`src/rtl/e1im_pkg.sv`:
```
// Constants and carrier types for the E1 receive event mask block.
// Assumes one 125 MHz clock and event inputs synchronous to it.
package e1im_pkg;
    // Register bus widths
    localparam int ADDR_W = 5;
    localparam int PAGE_W = 8;
    localparam int DATA_W = 8;

    // Register pages and addresses
    localparam logic [7:0] MASK_PAGE  = 8'h01;
    localparam logic [7:0] EVENT_PAGE = 8'h0f;
    localparam logic [4:0] CTRL_ADDR  = 5'h1a;
    localparam logic [4:0] MASK0_ADDR = 5'h1b;
    localparam logic [4:0] MASK1_ADDR = 5'h1c;
    localparam logic [4:0] MASK2_ADDR = 5'h1d;

    // Control word field positions
    localparam int SUSPEND_BIT = 6;
    localparam int ACK_BIT     = 5;

    // Writable bits of each word, unused bits read zero
    localparam logic [7:0] CTRL_WMASK  = 8'h60;
    localparam logic [7:0] MASK0_WMASK = 8'hff;
    localparam logic [7:0] MASK1_WMASK = 8'hff;
    localparam logic [7:0] MASK2_WMASK = 8'he8;

    // Reset values
    localparam logic [7:0] MASK_RESET = 8'h00;
    localparam logic [7:0] CTRL_RESET = 8'h00;

    // Number of watched status levels and their edge modes (1 = rise only)
    localparam int         LEVEL_N         = 7;
    localparam logic [6:0] LEVEL_RISE_ONLY = 7'h40;

    // Status levels whose changes are events
    typedef struct packed {
        logic aux_pattern_status;
        logic remote_sig_mf_alarm;
        logic signal_loss;
        logic alarm_signal;
        logic crc_multiframe_sync;
        logic multiframe_sync;
        logic frame_sync_change_status;
    } e1im_level_type;

    // One-cycle event pulses from the detectors and counters
    typedef struct packed {
        logic double_errored_alignment;
        logic frame_slip;
        logic alignment_error;
        logic local_checksum_error;
        logic remote_error_bit;
        logic channel16_alarm;
        logic bipolar_violation;
        logic pattern_check_error;
        logic remote_alarm;
        logic alignment_count_overflow;
        logic checksum_count_overflow;
        logic remote_error_count_overflow;
        logic violation_count_wrap;
    } e1im_pulse_type;

    // Three mask words as one carrier
    typedef struct packed {
        logic [7:0] word2;
        logic [7:0] word1;
        logic [7:0] word0;
    } e1im_masks_type;
endpackage : e1im_pkg

```
`src/rtl/e1im_byte_reg.sv`:
```
// One host-writable byte with a fixed set of writable bits.
// Assumes write strobe and data are synchronous to CLK.
`timescale 1ns/1ps
module e1im_byte_reg
    import e1im_pkg::*;
#(
    parameter logic [7:0] WMASK = 8'hff,
    parameter logic [7:0] RESET = MASK_RESET
) (
    input  wire logic       clk,
    input  wire logic       arst_n,
    input  wire logic       wr,
    input  wire logic [7:0] wdata,
    output logic      [7:0] q,
    output logic      [7:0] q_next
);
    logic [7:0] value_reg;
    logic [7:0] value_next;

    // Writes touch only the writable bits
    always_comb begin
        value_next = value_reg;
        if (wr) begin
            value_next = wdata & WMASK;
        end
    end

    always_ff @(posedge clk or negedge arst_n) begin
        if (!arst_n) begin
            value_reg <= RESET & WMASK;
        end else begin
            value_reg <= value_next;
        end
    end

    assign q      = value_reg;
    assign q_next = value_next;
endmodule : e1im_byte_reg

```
`src/rtl/e1im_edge_detect.sv`:
```
// Change and rising-edge detector for a group of status levels.
// Assumes the levels are synchronous to CLK; output pulses are registered.
`timescale 1ns/1ps
module e1im_edge_detect
    import e1im_pkg::*;
#(
    parameter int             WIDTH     = LEVEL_N,
    parameter logic [WIDTH-1:0] RISE_ONLY = LEVEL_RISE_ONLY
) (
    input  wire logic             clk,
    input  wire logic             arst_n,
    input  wire logic [WIDTH-1:0] level,
    output logic      [WIDTH-1:0] pulse
);
    logic [WIDTH-1:0] last_reg;
    logic [WIDTH-1:0] last_next;
    logic [WIDTH-1:0] pulse_reg;
    logic [WIDTH-1:0] pulse_next;

    // Any change, or a rise only where selected
    always_comb begin
        last_next  = level;
        pulse_next = (level ^ last_reg) & (level | ~RISE_ONLY);
    end

    // Previous level and pulse registers
    always_ff @(posedge clk or negedge arst_n) begin
        if (!arst_n) begin
            last_reg  <= '0;
            pulse_reg <= '0;
        end else begin
            last_reg  <= last_next;
            pulse_reg <= pulse_next;
        end
    end

    assign pulse = pulse_reg;
endmodule : e1im_edge_detect

```
`src/rtl/e1im_top.sv`:
```
// Receive event masking and shared interrupt request for the E1 framer.
// Assumes a synchronous host port and event inputs synchronous to CLK.
`timescale 1ns/1ps
// How it works
// - A mask bit of one lets its event interrupt; zero blocks it.
// - Word zero bit 7 enables interrupt on frame sync change.
// - Word zero bits 6 and 5 enable multiframe and CRC multiframe sync changes.
// - Word zero bit 4 enables interrupt on alarm signal change.
// - Word zero bit 3 enables interrupt on loss of signal change.
// - Word zero bit 2 enables interrupt on two errored alignment signals.
// - Word zero bit 1 enables interrupt on remote multiframe alarm change.
// - Word zero bit 0 enables interrupt on each controlled slip.
// - Word one bit 7 enables interrupt on each alignment signal error.
// - Word one bit 6 enables interrupt on each local CRC error.
// - Word one bit 5 enables interrupt on remote CRC error E-bit.
// - Word one bit 4 enables interrupt on channel 16 alarm.
// - Word one bit 3 enables interrupt on each bipolar violation.
// - Word one bit 2 enables interrupt on each pattern checker error.
// - Word one bit 1 enables interrupt when auxiliary pattern status rises.
// - Word one bit 0 enables interrupt on remote alarm reception.
// - Word two bit 7 enables interrupt on alignment error counter overflow.
// - Word two bit 6 enables interrupt on CRC error counter overflow.
// - Word two bit 5 enables E-bit counter overflow; bit 4 unused.
// - Word two bit 3 enables interrupt on violation counter wrap.
// - Suspend bit floats the request and ignores all sources.
// - Toggling the acknowledge bit clears pending and floats the request, except when an unmasked event hits in the same cycle.
module e1im_top
    import e1im_pkg::*;
(
    input  wire logic              CLK,
    input  wire logic              ARST_N,
    input  wire logic              BUS_WR,
    input  wire logic              BUS_RD,
    input  wire logic [PAGE_W-1:0] BUS_PAGE,
    input  wire logic [ADDR_W-1:0] BUS_ADDR,
    input  wire logic [DATA_W-1:0] BUS_WDATA,
    output logic      [DATA_W-1:0] BUS_RDATA,
    input  wire e1im_level_type    LEVELS,
    input  wire e1im_pulse_type    PULSES,
    output logic                   IRQ_N_O,
    output logic                   IRQ_N_OE
);
    e1im_masks_type   masks;
    logic [7:0]       ctrl_q;
    logic [7:0]       ctrl_q_next;
    logic [LEVEL_N-1:0] level_pulse;
    logic [23:0]      ev_vec;
    logic [23:0]      flags_reg;
    logic [23:0]      flags_next;
    logic             pend_reg;
    logic             pend_next;
    logic             oe_reg;
    logic             oe_next;
    logic [7:0]       rdata_reg;
    logic [7:0]       rdata_next;
    logic             hit;
    logic             ack;
    logic             wr_mask_page;
    logic             susp_reg;

    // Register select for a write on the mask page
    function automatic logic sel(input logic [4:0] addr, input logic [4:0] target);
        sel = (addr == target);
    endfunction : sel

    assign wr_mask_page = BUS_WR && (BUS_PAGE == MASK_PAGE);

    // Control word: suspend and acknowledge bits
    e1im_byte_reg #(
        .WMASK (CTRL_WMASK),
        .RESET (CTRL_RESET)
    ) u_ctrl (
        .clk    (CLK),
        .arst_n (ARST_N),
        .wr     (wr_mask_page && sel(BUS_ADDR, CTRL_ADDR)),
        .wdata  (BUS_WDATA),
        .q      (ctrl_q),
        .q_next (ctrl_q_next)
    );

    // Mask word zero
    e1im_byte_reg #(
        .WMASK (MASK0_WMASK),
        .RESET (MASK_RESET)
    ) u_mask0 (
        .clk    (CLK),
        .arst_n (ARST_N),
        .wr     (wr_mask_page && sel(BUS_ADDR, MASK0_ADDR)),
        .wdata  (BUS_WDATA),
        .q      (masks.word0),
        .q_next ()
    );

    // Mask word one
    e1im_byte_reg #(
        .WMASK (MASK1_WMASK),
        .RESET (MASK_RESET)
    ) u_mask1 (
        .clk    (CLK),
        .arst_n (ARST_N),
        .wr     (wr_mask_page && sel(BUS_ADDR, MASK1_ADDR)),
        .wdata  (BUS_WDATA),
        .q      (masks.word1),
        .q_next ()
    );

    // Mask word two, bit 4 and the low bits stay zero
    e1im_byte_reg #(
        .WMASK (MASK2_WMASK),
        .RESET (MASK_RESET)
    ) u_mask2 (
        .clk    (CLK),
        .arst_n (ARST_N),
        .wr     (wr_mask_page && sel(BUS_ADDR, MASK2_ADDR)),
        .wdata  (BUS_WDATA),
        .q      (masks.word2),
        .q_next ()
    );

    // Suspend as stored in the control word
    assign susp_reg = ctrl_q[SUSPEND_BIT];
    // Acknowledge is any change of the acknowledge bit
    assign ack = ctrl_q_next[ACK_BIT] ^ ctrl_q[ACK_BIT];

    // Change detection on status levels, rise only for auxiliary pattern
    e1im_edge_detect #(
        .WIDTH     (LEVEL_N),
        .RISE_ONLY (LEVEL_RISE_ONLY)
    ) u_edges (
        .clk    (CLK),
        .arst_n (ARST_N),
        .level  (LEVELS),
        .pulse  (level_pulse)
    );

    // Event vector laid out like the mask words
    always_comb begin
        ev_vec     = '0;
        ev_vec[7]  = level_pulse[0];
        ev_vec[6]  = level_pulse[1];
        ev_vec[5]  = level_pulse[2];
        ev_vec[4]  = level_pulse[3];
        ev_vec[3]  = level_pulse[4];
        ev_vec[2]  = PULSES.double_errored_alignment;
        ev_vec[1]  = level_pulse[5];
        ev_vec[0]  = PULSES.frame_slip;
        ev_vec[15] = PULSES.alignment_error;
        ev_vec[14] = PULSES.local_checksum_error;
        ev_vec[13] = PULSES.remote_error_bit;
        ev_vec[12] = PULSES.channel16_alarm;
        ev_vec[11] = PULSES.bipolar_violation;
        ev_vec[10] = PULSES.pattern_check_error;
        ev_vec[9]  = level_pulse[6];
        ev_vec[8]  = PULSES.remote_alarm;
        ev_vec[23] = PULSES.alignment_count_overflow;
        ev_vec[22] = PULSES.checksum_count_overflow;
        ev_vec[21] = PULSES.remote_error_count_overflow;
        ev_vec[19] = PULSES.violation_count_wrap;
    end

    // Pending request, event flags and pin enable
    always_comb begin
        hit        = (|(ev_vec & masks)) && !susp_reg;
        flags_next = ev_vec | (flags_reg & {24{~ack}});
        pend_next  = hit || (pend_reg && !ack);
        oe_next    = pend_next && !ctrl_q_next[SUSPEND_BIT];
    end

    // Read path, unmapped addresses answer zero
    always_comb begin
        rdata_next = rdata_reg;
        if (BUS_RD) begin
            rdata_next = 8'h00;
            if (BUS_PAGE == MASK_PAGE) begin
                case (BUS_ADDR)
                    CTRL_ADDR:  rdata_next = ctrl_q;
                    MASK0_ADDR: rdata_next = masks.word0;
                    MASK1_ADDR: rdata_next = masks.word1;
                    MASK2_ADDR: rdata_next = masks.word2;
                    default:    rdata_next = 8'h00;
                endcase
            end else if (BUS_PAGE == EVENT_PAGE) begin
                case (BUS_ADDR)
                    MASK0_ADDR: rdata_next = flags_reg[7:0];
                    MASK1_ADDR: rdata_next = flags_reg[15:8];
                    MASK2_ADDR: rdata_next = flags_reg[23:16];
                    default:    rdata_next = 8'h00;
                endcase
            end
        end
    end

    // State registers
    always_ff @(posedge CLK or negedge ARST_N) begin
        if (!ARST_N) begin
            flags_reg <= '0;
            pend_reg  <= 1'b0;
            oe_reg    <= 1'b0;
            rdata_reg <= 8'h00;
        end else begin
            flags_reg <= flags_next;
            pend_reg  <= pend_next;
            oe_reg    <= oe_next;
            rdata_reg <= rdata_next;
        end
    end

    assign BUS_RDATA = rdata_reg;
    assign IRQ_N_OE  = oe_reg;
    assign IRQ_N_O   = 1'h0; // Open drain, only pulls low
endmodule : e1im_top
```
`config.mk`:
```
export PLATFORM = sky130hd
export DESIGN_NAME = e1im_top
export DESIGN_NICKNAME = d
export VERILOG_FILES = /design/src/rtl/e1im_pkg.sv /design/src/rtl/e1im_byte_reg.sv /design/src/rtl/e1im_edge_detect.sv /design/src/rtl/e1im_top.sv
export SDC_FILE = /design/constraint.sdc
export NUM_CORES = 1
export LEC_CHECK = 0
export BUFFER_PORTS_ARGS = -buffer_cell sky130_fd_sc_hd__buf_4
export CORE_ASPECT_RATIO = 1.5
export CORE_MARGIN = 4
export CORE_UTILIZATION = 50
export CTS_CLUSTER_DIAMETER = 150
export DETAILED_ROUTE_END_ITERATION = 8
export PLACE_DENSITY_LB_ADDON = 0.3
export REMOVE_ABC_BUFFERS = 1
export SYNTH_ARGS = -nofsm -noshare
export SYNTH_HDL_FRONTEND = slang
export SYNTH_SLANG_ARGS = --single-unit
```
`constraint.sdc`:
```
create_clock -name CLK -period 1.6 [get_ports CLK]
set_input_delay 0.16 -clock CLK [delete_from_list [all_inputs] [get_ports CLK]]
set_output_delay 0.16 -clock CLK [all_outputs]
set_load 0.05 [all_outputs]
```
Word-level counts from Yosys, hierarchy flattened
Cells that the tools add are included.
{ "totals": {"latchBits": 0, "memories": 0, "out_inout_bits": 10, "input_bits": 45, "word_cells": 41, "regBits": 70, "rom_bits": 0, "mem_bits_rw": 0} }
{ "op_classes": {"multipliers": 0, "n_shift": 0, "bitwise_logic": 7, "addsub": 0, "reduce_logical": 13, "n_eq_ne": 6, "n_div": 0, "mux": 5, "magnitude_cmp": 0} }
{ "op_table": {"columns": ["cell", "n"], "rows": [
  ["$and 24x24->24", 2],
  ["$pmux 8 s4", 1],
  ["$or 24x24->24", 1],
  ["$pmux 8 s3", 1],
  ["$reduce_or 24->1", 1],
  ["$eq 5x5->1 const B", 4],
  ["$mux 8", 2],
  ["$eq 8x1->1 const B", 1],
  ["$eq 8x4->1 const B", 1],
  ["$logic_and 1x1->1", 8],
  ["$and 7x7->7", 1],
  ["$mux 7", 1],
  ["$xor 7x7->7", 1],
  ["$logic_not 1->1", 3],
  ["$logic_or 1x1->1", 1],
  ["$not 1->1", 1],
  ["$xor 1x1->1", 1]
]} }

Longest topological paths before layout
{ "depth": {"depth_word": 9, "mapped_depth": 6, "mapped_depth_nobuf": 5} }

Hierarchy
A second synthesis with hierarchy kept.
{ "unflattened": {"hier_cells": 253, "area_unflattened_um2": 3457.1} }
{ "modules_own_cells": {"columns": ["module", "seq_area_each_um2", "area_per_inst_um2", "cells_each", "n_inst"], "rows": [
  ["e1im_top", 850.8, 1803.0, 165, 1],
  ["e1im_byte_reg (u_mask0 ...)", 200.2, 331.6, 17, 2],
  ["e1im_edge_detect", 350.3, 409.1, 21, 1],
  ["e1im_byte_reg (u_mask2)", 200.2, 306.5, 17, 1],
  ["e1im_byte_reg (u_ctrl)", 200.2, 275.3, 16, 1]
]} }

Least setup slack after synthesis
OpenSTA, ideal clock, no wires.
{ "synth_timing": {"path_kind": "input-to-reg", "startpoint": "input BUS_PAGE[4]", "endpoint": "register u_mask1.value_reg[0] (netlist: u_mask1.q[0])", "cell_stages": 4, "required_time_ns": 1.475, "path_slack_ns": 0.072, "path_buffers": 0, "setup_ns": 0.125, "arrival_ns": 1.403, "path_cell_list": "nor4_2 nand3_2 nor3_4 mux2_2"} }
{ "synth_between": {"elab_chain_len": 3} }
{ "synth_rtl": {"columns": ["item", "line_no", "rtl"], "rows": [
  ["start, declared", "e1im_top.sv:34", "input wire logic [PAGE_W-1:0] BUS_PAGE,"],
  ["$eq 8x1->1", "e1im_top.sv:66", "assign wr_mask_page = BUS_WR && (BUS_PAGE == MASK_PAGE);"],
  ["$logic_and 1x1->1", "e1im_top.sv:66", null],
  ["$logic_and 1x1->1", "e1im_top.sv:101", ".wr (wr_mask_page && sel(BUS_ADDR, MASK1_ADDR)),"],
  ["end signal, assigned", "e1im_byte_reg.sv:30", "value_reg <= RESET & WMASK;"],
  ["end signal, assigned", "e1im_byte_reg.sv:32", "value_reg <= value_next;"],
  ["end, declared", "e1im_byte_reg.sv:17", "logic [7:0] value_reg;"]
]} }
Every way passes these cells.
A chain may end at the register's enable or synchronous reset.

Worst setup path after layout
{ "layout_timing": {"startpoint": "input BUS_PAGE[4]", "endpoint": "register oe_reg (netlist: IRQ_N_OE)"} }
{ "layout_between": {"word_cells_on_any_way": 10, "classes_between": "eq/ne (1); mux (1); bitwise (1); reduce/logical (7)"} }
{ "layout_rtl": {"columns": ["item", "line_no", "rtl"], "rows": [
  ["$eq 8x1->1", "e1im_top.sv:66", null],
  ["$logic_and 1x1->1", "e1im_top.sv:66", null],
  ["$logic_and 1x1->1", "e1im_top.sv:75", ".wr (wr_mask_page && sel(BUS_ADDR, CTRL_ADDR)),"],
  ["$mux 7", "e1im_byte_reg.sv:23", "if (wr) begin"],
  ["via ctrl_q_next[6]", "e1im_top.sv:45", "logic [7:0] ctrl_q_next;"],
  ["$logic_not 1->1", "e1im_top.sv:166", "oe_next = pend_next && !ctrl_q_next[SUSPEND_BIT];"],
  ["$logic_and 1x1->1", "e1im_top.sv:166", null],
  ["via oe_next", "e1im_top.sv:53", "logic oe_next;"],
  ["end signal, assigned", "e1im_top.sv:203", "oe_reg <= oe_next;"],
  ["end, declared", "e1im_top.sv:52", "logic oe_reg;"]
]} }
The timed path passes the listed nets, and every way through them passes these cells.

==> impl_summary.md <==
Setup path
The family with the most delay on the worst path is simple AND/OR/NAND/NOR gates. The maximum cell stage delay along the critical path is between 0.3 and 0.4 ns. The kind of critical path is in -> reg.

The launch point of the worst reg-to-reg path is u_edges.pulse[1]. The slowest stage of the critical path is the sky130_fd_sc_hd__mux2_2 cell. The endpoint of the lowest-slack register-to-register path is IRQ_N_OE. Together, buffers and inverters on the worst path number 1. STA puts the critical path data required time at about 1.9 ns. The setup check on the worst reg-to-reg path leaves a slack of between 0.15 and 0.2 ns. The kind of capture point of the worst setup path is a flop. The data arrival time of the worst path is about 1.7 ns.

The depth of the worst register-to-register path is 5. Traced cell by cell, the critical path runs through buf_4 > nor4_2 > nand3_2 > nor3_1 > mux2_2 > a21oi_1. The kind of launch point of the worst setup path is an input port. The critical path starts at BUS_PAGE[4]. In this run the number of cells on the critical path is 6. Along the worst path, the maximum fanout reaches 5.

Synthesis
The number of instances in the synthesized netlist is between 200 and 250. The yosys synthesis warning count is 0. Yosys mapped the design onto 40 distinct sky130hd cell types. The total of flip-flops plus latches after synthesis is 70. Each instance of the synthesized netlist takes up on average about 13 µm².

The area of the mapped netlist is ~3000 µm². The sequential cell area fraction in the yosys report is 0.590.

Final layout
Of the cells placed in the final design, the portion with a size suffix greater than 1 is 0.368. The count of inserted antenna diode cells is 0. The total number of nets in the final design is between 300 and 400. The flip-flop count of the largest register, all copies and words added is 24. The final standard cell count with taps included and fillers excluded is just under 400. Relative to the synthesized area, the layout overhead comes to 33.3%. The total of fill cells in the finished design is between 400 and 500. The utilization after layout is 0.684.

Global routing
The number of antenna violations at the first check in global routing is 0. Entering global routing, the biggest net connects 34 pins. The global route total overflow is 0. The via count of the first global-routing pass is approximately 2200.

For this run, the total global-route usage over all layers was measured as 0.209. The first-pass GRT wire length is between 10 and 15 mm.

Timing
Setup repair after global routing left no endpoint under its margin. The shortest clock period the worst path allows after layout is 1.48 ns. Setup violations remaining at the end of the flow were counted as 0. Derived from the worst setup path, the maximum achievable clock frequency is ~670 MHz. The final cycle utilization of the critical path is 0.926.

The hold violation total from the final report is 0. The clock arrives with roughly 0.0078 ns of skew. The final count of pins violating max slew is 0.

Detailed routing
After the first detailed-routing iteration, the DRC count stood at 177. The wire length after detailed routing is between 7 and 8 mm. The detailed-route DRC error count is 0. The via count of the routed design is roughly 2200. After detailed routing, the number of vias per cell comes to approximately 5.7. The count of antenna-violating nets left after detailed routing is 0. Dividing the detail-routed wire length by the instance count gives between 15 and 20 µm. The total iterations of the first detailed-routing run is 4.

Pwr
The leakage power summed over all cells is roughly 1.8 nW. The worst supply voltage drop on vdd is roughly 0.73 mV. The power density normalized to cell area is between 900 and 1000 nW/µm².

Placed design
After detailed placement, the design holds a cell count of about 360. The HPWL after detailed placement is 5.22 mm. The final RePlAce weighted congestion is 0.876. The count of buffers from port buffering is 53.

Clocking
In this run the post-CTS setup repair buffer count came out at 0. Counting along the longest clock path gives a buffer depth of 2. In this run the number of H-tree levels came out at 3.

The clock transition at the registers of the reported paths is around 0.070 ns. TritonCTS built the clock tree. For the worst-skew pair, the clock arrives at the later sink with an insertion delay of about 0.34 ns. The number of clock buffers added by TritonCTS is 9.

The clock tree root buffer cell is sky130_fd_sc_hd__clkbuf_8. The TritonCTS sink count is 70.

Min path
The worst hold path terminates at flags_reg[2]. The worst hold path cell count is 2. The launch instance of the worst min-delay path is PULSES[12]. The path type of the worst min-delay path is in -> reg.

Floorplanning
The die is roughly 71 µm wide. The area of the core is about 5800 µm². The die covers just over 7000 µm². The I/O pin count is 55. The number of placement rows is 34. The initial standard-cell utilization of the core is 0.513.

The die is between 100 and 150 µm tall.

Run status
The run finished with clean final reports.

Run
The max-cap violation count is 0.
==> cell usage in the layout, fill, tap and decap left out, types with 2 or more instances in the layout <==
master | synthesis | layout
sky130_fd_sc_hd__nor3_4 | 2 | 2
sky130_fd_sc_hd__nand2_1 | 5 | 5
sky130_fd_sc_hd__nor2_1 | 12 | 12
sky130_fd_sc_hd__bufinv_16 | 0 | 2
sky130_fd_sc_hd__o21ai_0 | 2 | 2
sky130_fd_sc_hd__a32o_1 | 2 | 2
sky130_fd_sc_hd__buf_4 | 1 | 68
sky130_fd_sc_hd__a221oi_1 | 4 | 2
sky130_fd_sc_hd__and2_1 | 4 | 4
sky130_fd_sc_hd__nand2b_1 | 6 | 6
sky130_fd_sc_hd__clkbuf_8 | 0 | 10
sky130_fd_sc_hd__a21oi_1 | 9 | 9
sky130_fd_sc_hd__a22o_1 | 6 | 6
sky130_fd_sc_hd__xor2_1 | 7 | 7
sky130_fd_sc_hd__a22oi_1 | 6 | 6
sky130_fd_sc_hd__clkinvlp_4 | 0 | 2
sky130_fd_sc_hd__mux2i_1 | 10 | 10
sky130_fd_sc_hd__dfrtp_1 | 70 | 70
sky130_fd_sc_hd__nand3_1 | 3 | 3
sky130_fd_sc_hd__buf_12 | 0 | 3
sky130_fd_sc_hd__o221ai_1 | 8 | 8
sky130_fd_sc_hd__a221oi_2 | 0 | 2
sky130_fd_sc_hd__inv_1 | 4 | 4
sky130_fd_sc_hd__o2bb2ai_1 | 2 | 2
sky130_fd_sc_hd__dlygate4sd3_1 | 0 | 13
sky130_fd_sc_hd__a21o_1 | 20 | 20
sky130_fd_sc_hd__mux2_2 | 21 | 21
==> report_power, final <==
group	switching [mW]	internal [mW]
combinational	0.184	0.150
sequential	0.0284	1.82
clock	0.635	0.913
==> how the worst max path moves through the flow <==
stage | endpoint | slack (ns)
final | IRQ_N_OE | 0.12
after global routing | IRQ_N_OE | 0.06
after CTS | IRQ_N_OE | 0.1
after detailed placement | IRQ_N_OE | -0.21
after global placement | u_mask1.q[1] | -0.13
after floorplan | u_mask1.q[0] | 0.07
==> through the flow <==
stage	setup slack, ns	setup TNS (ns)	hold slack [ns]	area (µm²)	total power [mW]
final	0.118	0	0.0128	3960	3.73
after global routing	0.0551	0	0.00493	3960	3.87
after CTS	0.0986	0	0.000815	3940	3.76
after detailed placement	-0.213	-3.53	0.125	3590	2.19
after global placement	-0.130	-2.56	0.125	3590	2.18
after floorplan	0.0724	0	-0.136	2930	1.97
==> cells by family after synthesis <==
kind of cell / after synthesis / share of synthesized area
flip-flops: 70 / 0.590
AO/OA/AOI/OAI: 61 / 0.156
AND/OR/NAND/NOR: 44 / 0.0970
multiplexers: 32 / 0.117
buffers and inverters: 12 / 0.0173
XOR/XNOR: 7 / 0.0207
other: 1 / 0.00126
==> layer usage <==
metal,wire [µm],vias to the layer above,track usage
met1,2680,1110,0.244
met5,0,-,0
met2,3950,71,0.370
met3,422,10,0.0423
li1,-,1021,-
met4,82,0,0.0926
==> area by class of cell <==
class                           count  area, µm²  share of cell area
Clock buffer                       10        138              0.0348
Clock inverter                      5       83.8              0.0212
Inverter                            4       15.0             0.00380
Multi-Input combinational cell    145       1180               0.297
Sequential cell                    70       1750               0.443
Tap cell                           72       90.1              0.0228
Timing Repair Buffer               84        701               0.177
==> cell usage after synthesis <==
cell type / instances / share of area
sky130_fd_sc_hd__a22oi_1: 6 / 0.015
sky130_fd_sc_hd__nor4_2: 1 / 0.0042
sky130_fd_sc_hd__nor2b_1: 1 / 0.0021
sky130_fd_sc_hd__a221oi_1: 4 / 0.012
sky130_fd_sc_hd__o221ai_1: 8 / 0.024
sky130_fd_sc_hd__and2_1: 4 / 0.0084
sky130_fd_sc_hd__mux2_2: 21 / 0.080
sky130_fd_sc_hd__nand2_1: 5 / 0.0063
sky130_fd_sc_hd__xor2_1: 7 / 0.021
sky130_fd_sc_hd__o21ai_0: 2 / 0.0034
sky130_fd_sc_hd__nand3b_4: 1 / 0.0067
sky130_fd_sc_hd__or2_2: 1 / 0.0021
sky130_fd_sc_hd__buf_2: 2 / 0.0034
sky130_fd_sc_hd__a21oi_1: 9 / 0.015
sky130_fd_sc_hd__and4_1: 1 / 0.0030
sky130_fd_sc_hd__nand2b_1: 6 / 0.013
sky130_fd_sc_hd__mux2i_1: 10 / 0.034
sky130_fd_sc_hd__buf_1: 1 / 0.0013
sky130_fd_sc_hd__a22o_1: 6 / 0.018
sky130_fd_sc_hd__and3_1: 1 / 0.0021
sky130_fd_sc_hd__nor3_2: 1 / 0.0034
sky130_fd_sc_hd__a21o_1: 20 / 0.051
sky130_fd_sc_hd__o2bb2ai_1: 2 / 0.0059
sky130_fd_sc_hd__inv_1: 4 / 0.0051
sky130_fd_sc_hd__buf_4: 1 / 0.0025
sky130_fd_sc_hd__nor4_1: 1 / 0.0021
sky130_fd_sc_hd__nand3b_1: 1 / 0.0025
sky130_fd_sc_hd__nor3_1: 1 / 0.0017
sky130_fd_sc_hd__a211oi_1: 1 / 0.0025
sky130_fd_sc_hd__nor4b_2: 1 / 0.0051
sky130_fd_sc_hd__nand3_1: 3 / 0.0051
sky130_fd_sc_hd__clkbuf_1: 4 / 0.0051
sky130_fd_sc_hd__conb_1: 1 / 0.0013
sky130_fd_sc_hd__mux2_1: 1 / 0.0038
sky130_fd_sc_hd__nor3_4: 2 / 0.011
sky130_fd_sc_hd__a32o_1: 2 / 0.0067
sky130_fd_sc_hd__dfrtp_1: 70 / 0.59
sky130_fd_sc_hd__a41o_1: 1 / 0.0034
sky130_fd_sc_hd__nand3_2: 1 / 0.0034
sky130_fd_sc_hd__nor2_1: 12 / 0.015
==> repair_timing <==
action,in CTS,in global routing
resized for setup,0,2
hold buffers,13,0
endpoints found under the setup margin,0,2
endpoints found under the hold margin,49,0
Power figures use the tool's default switching activity.
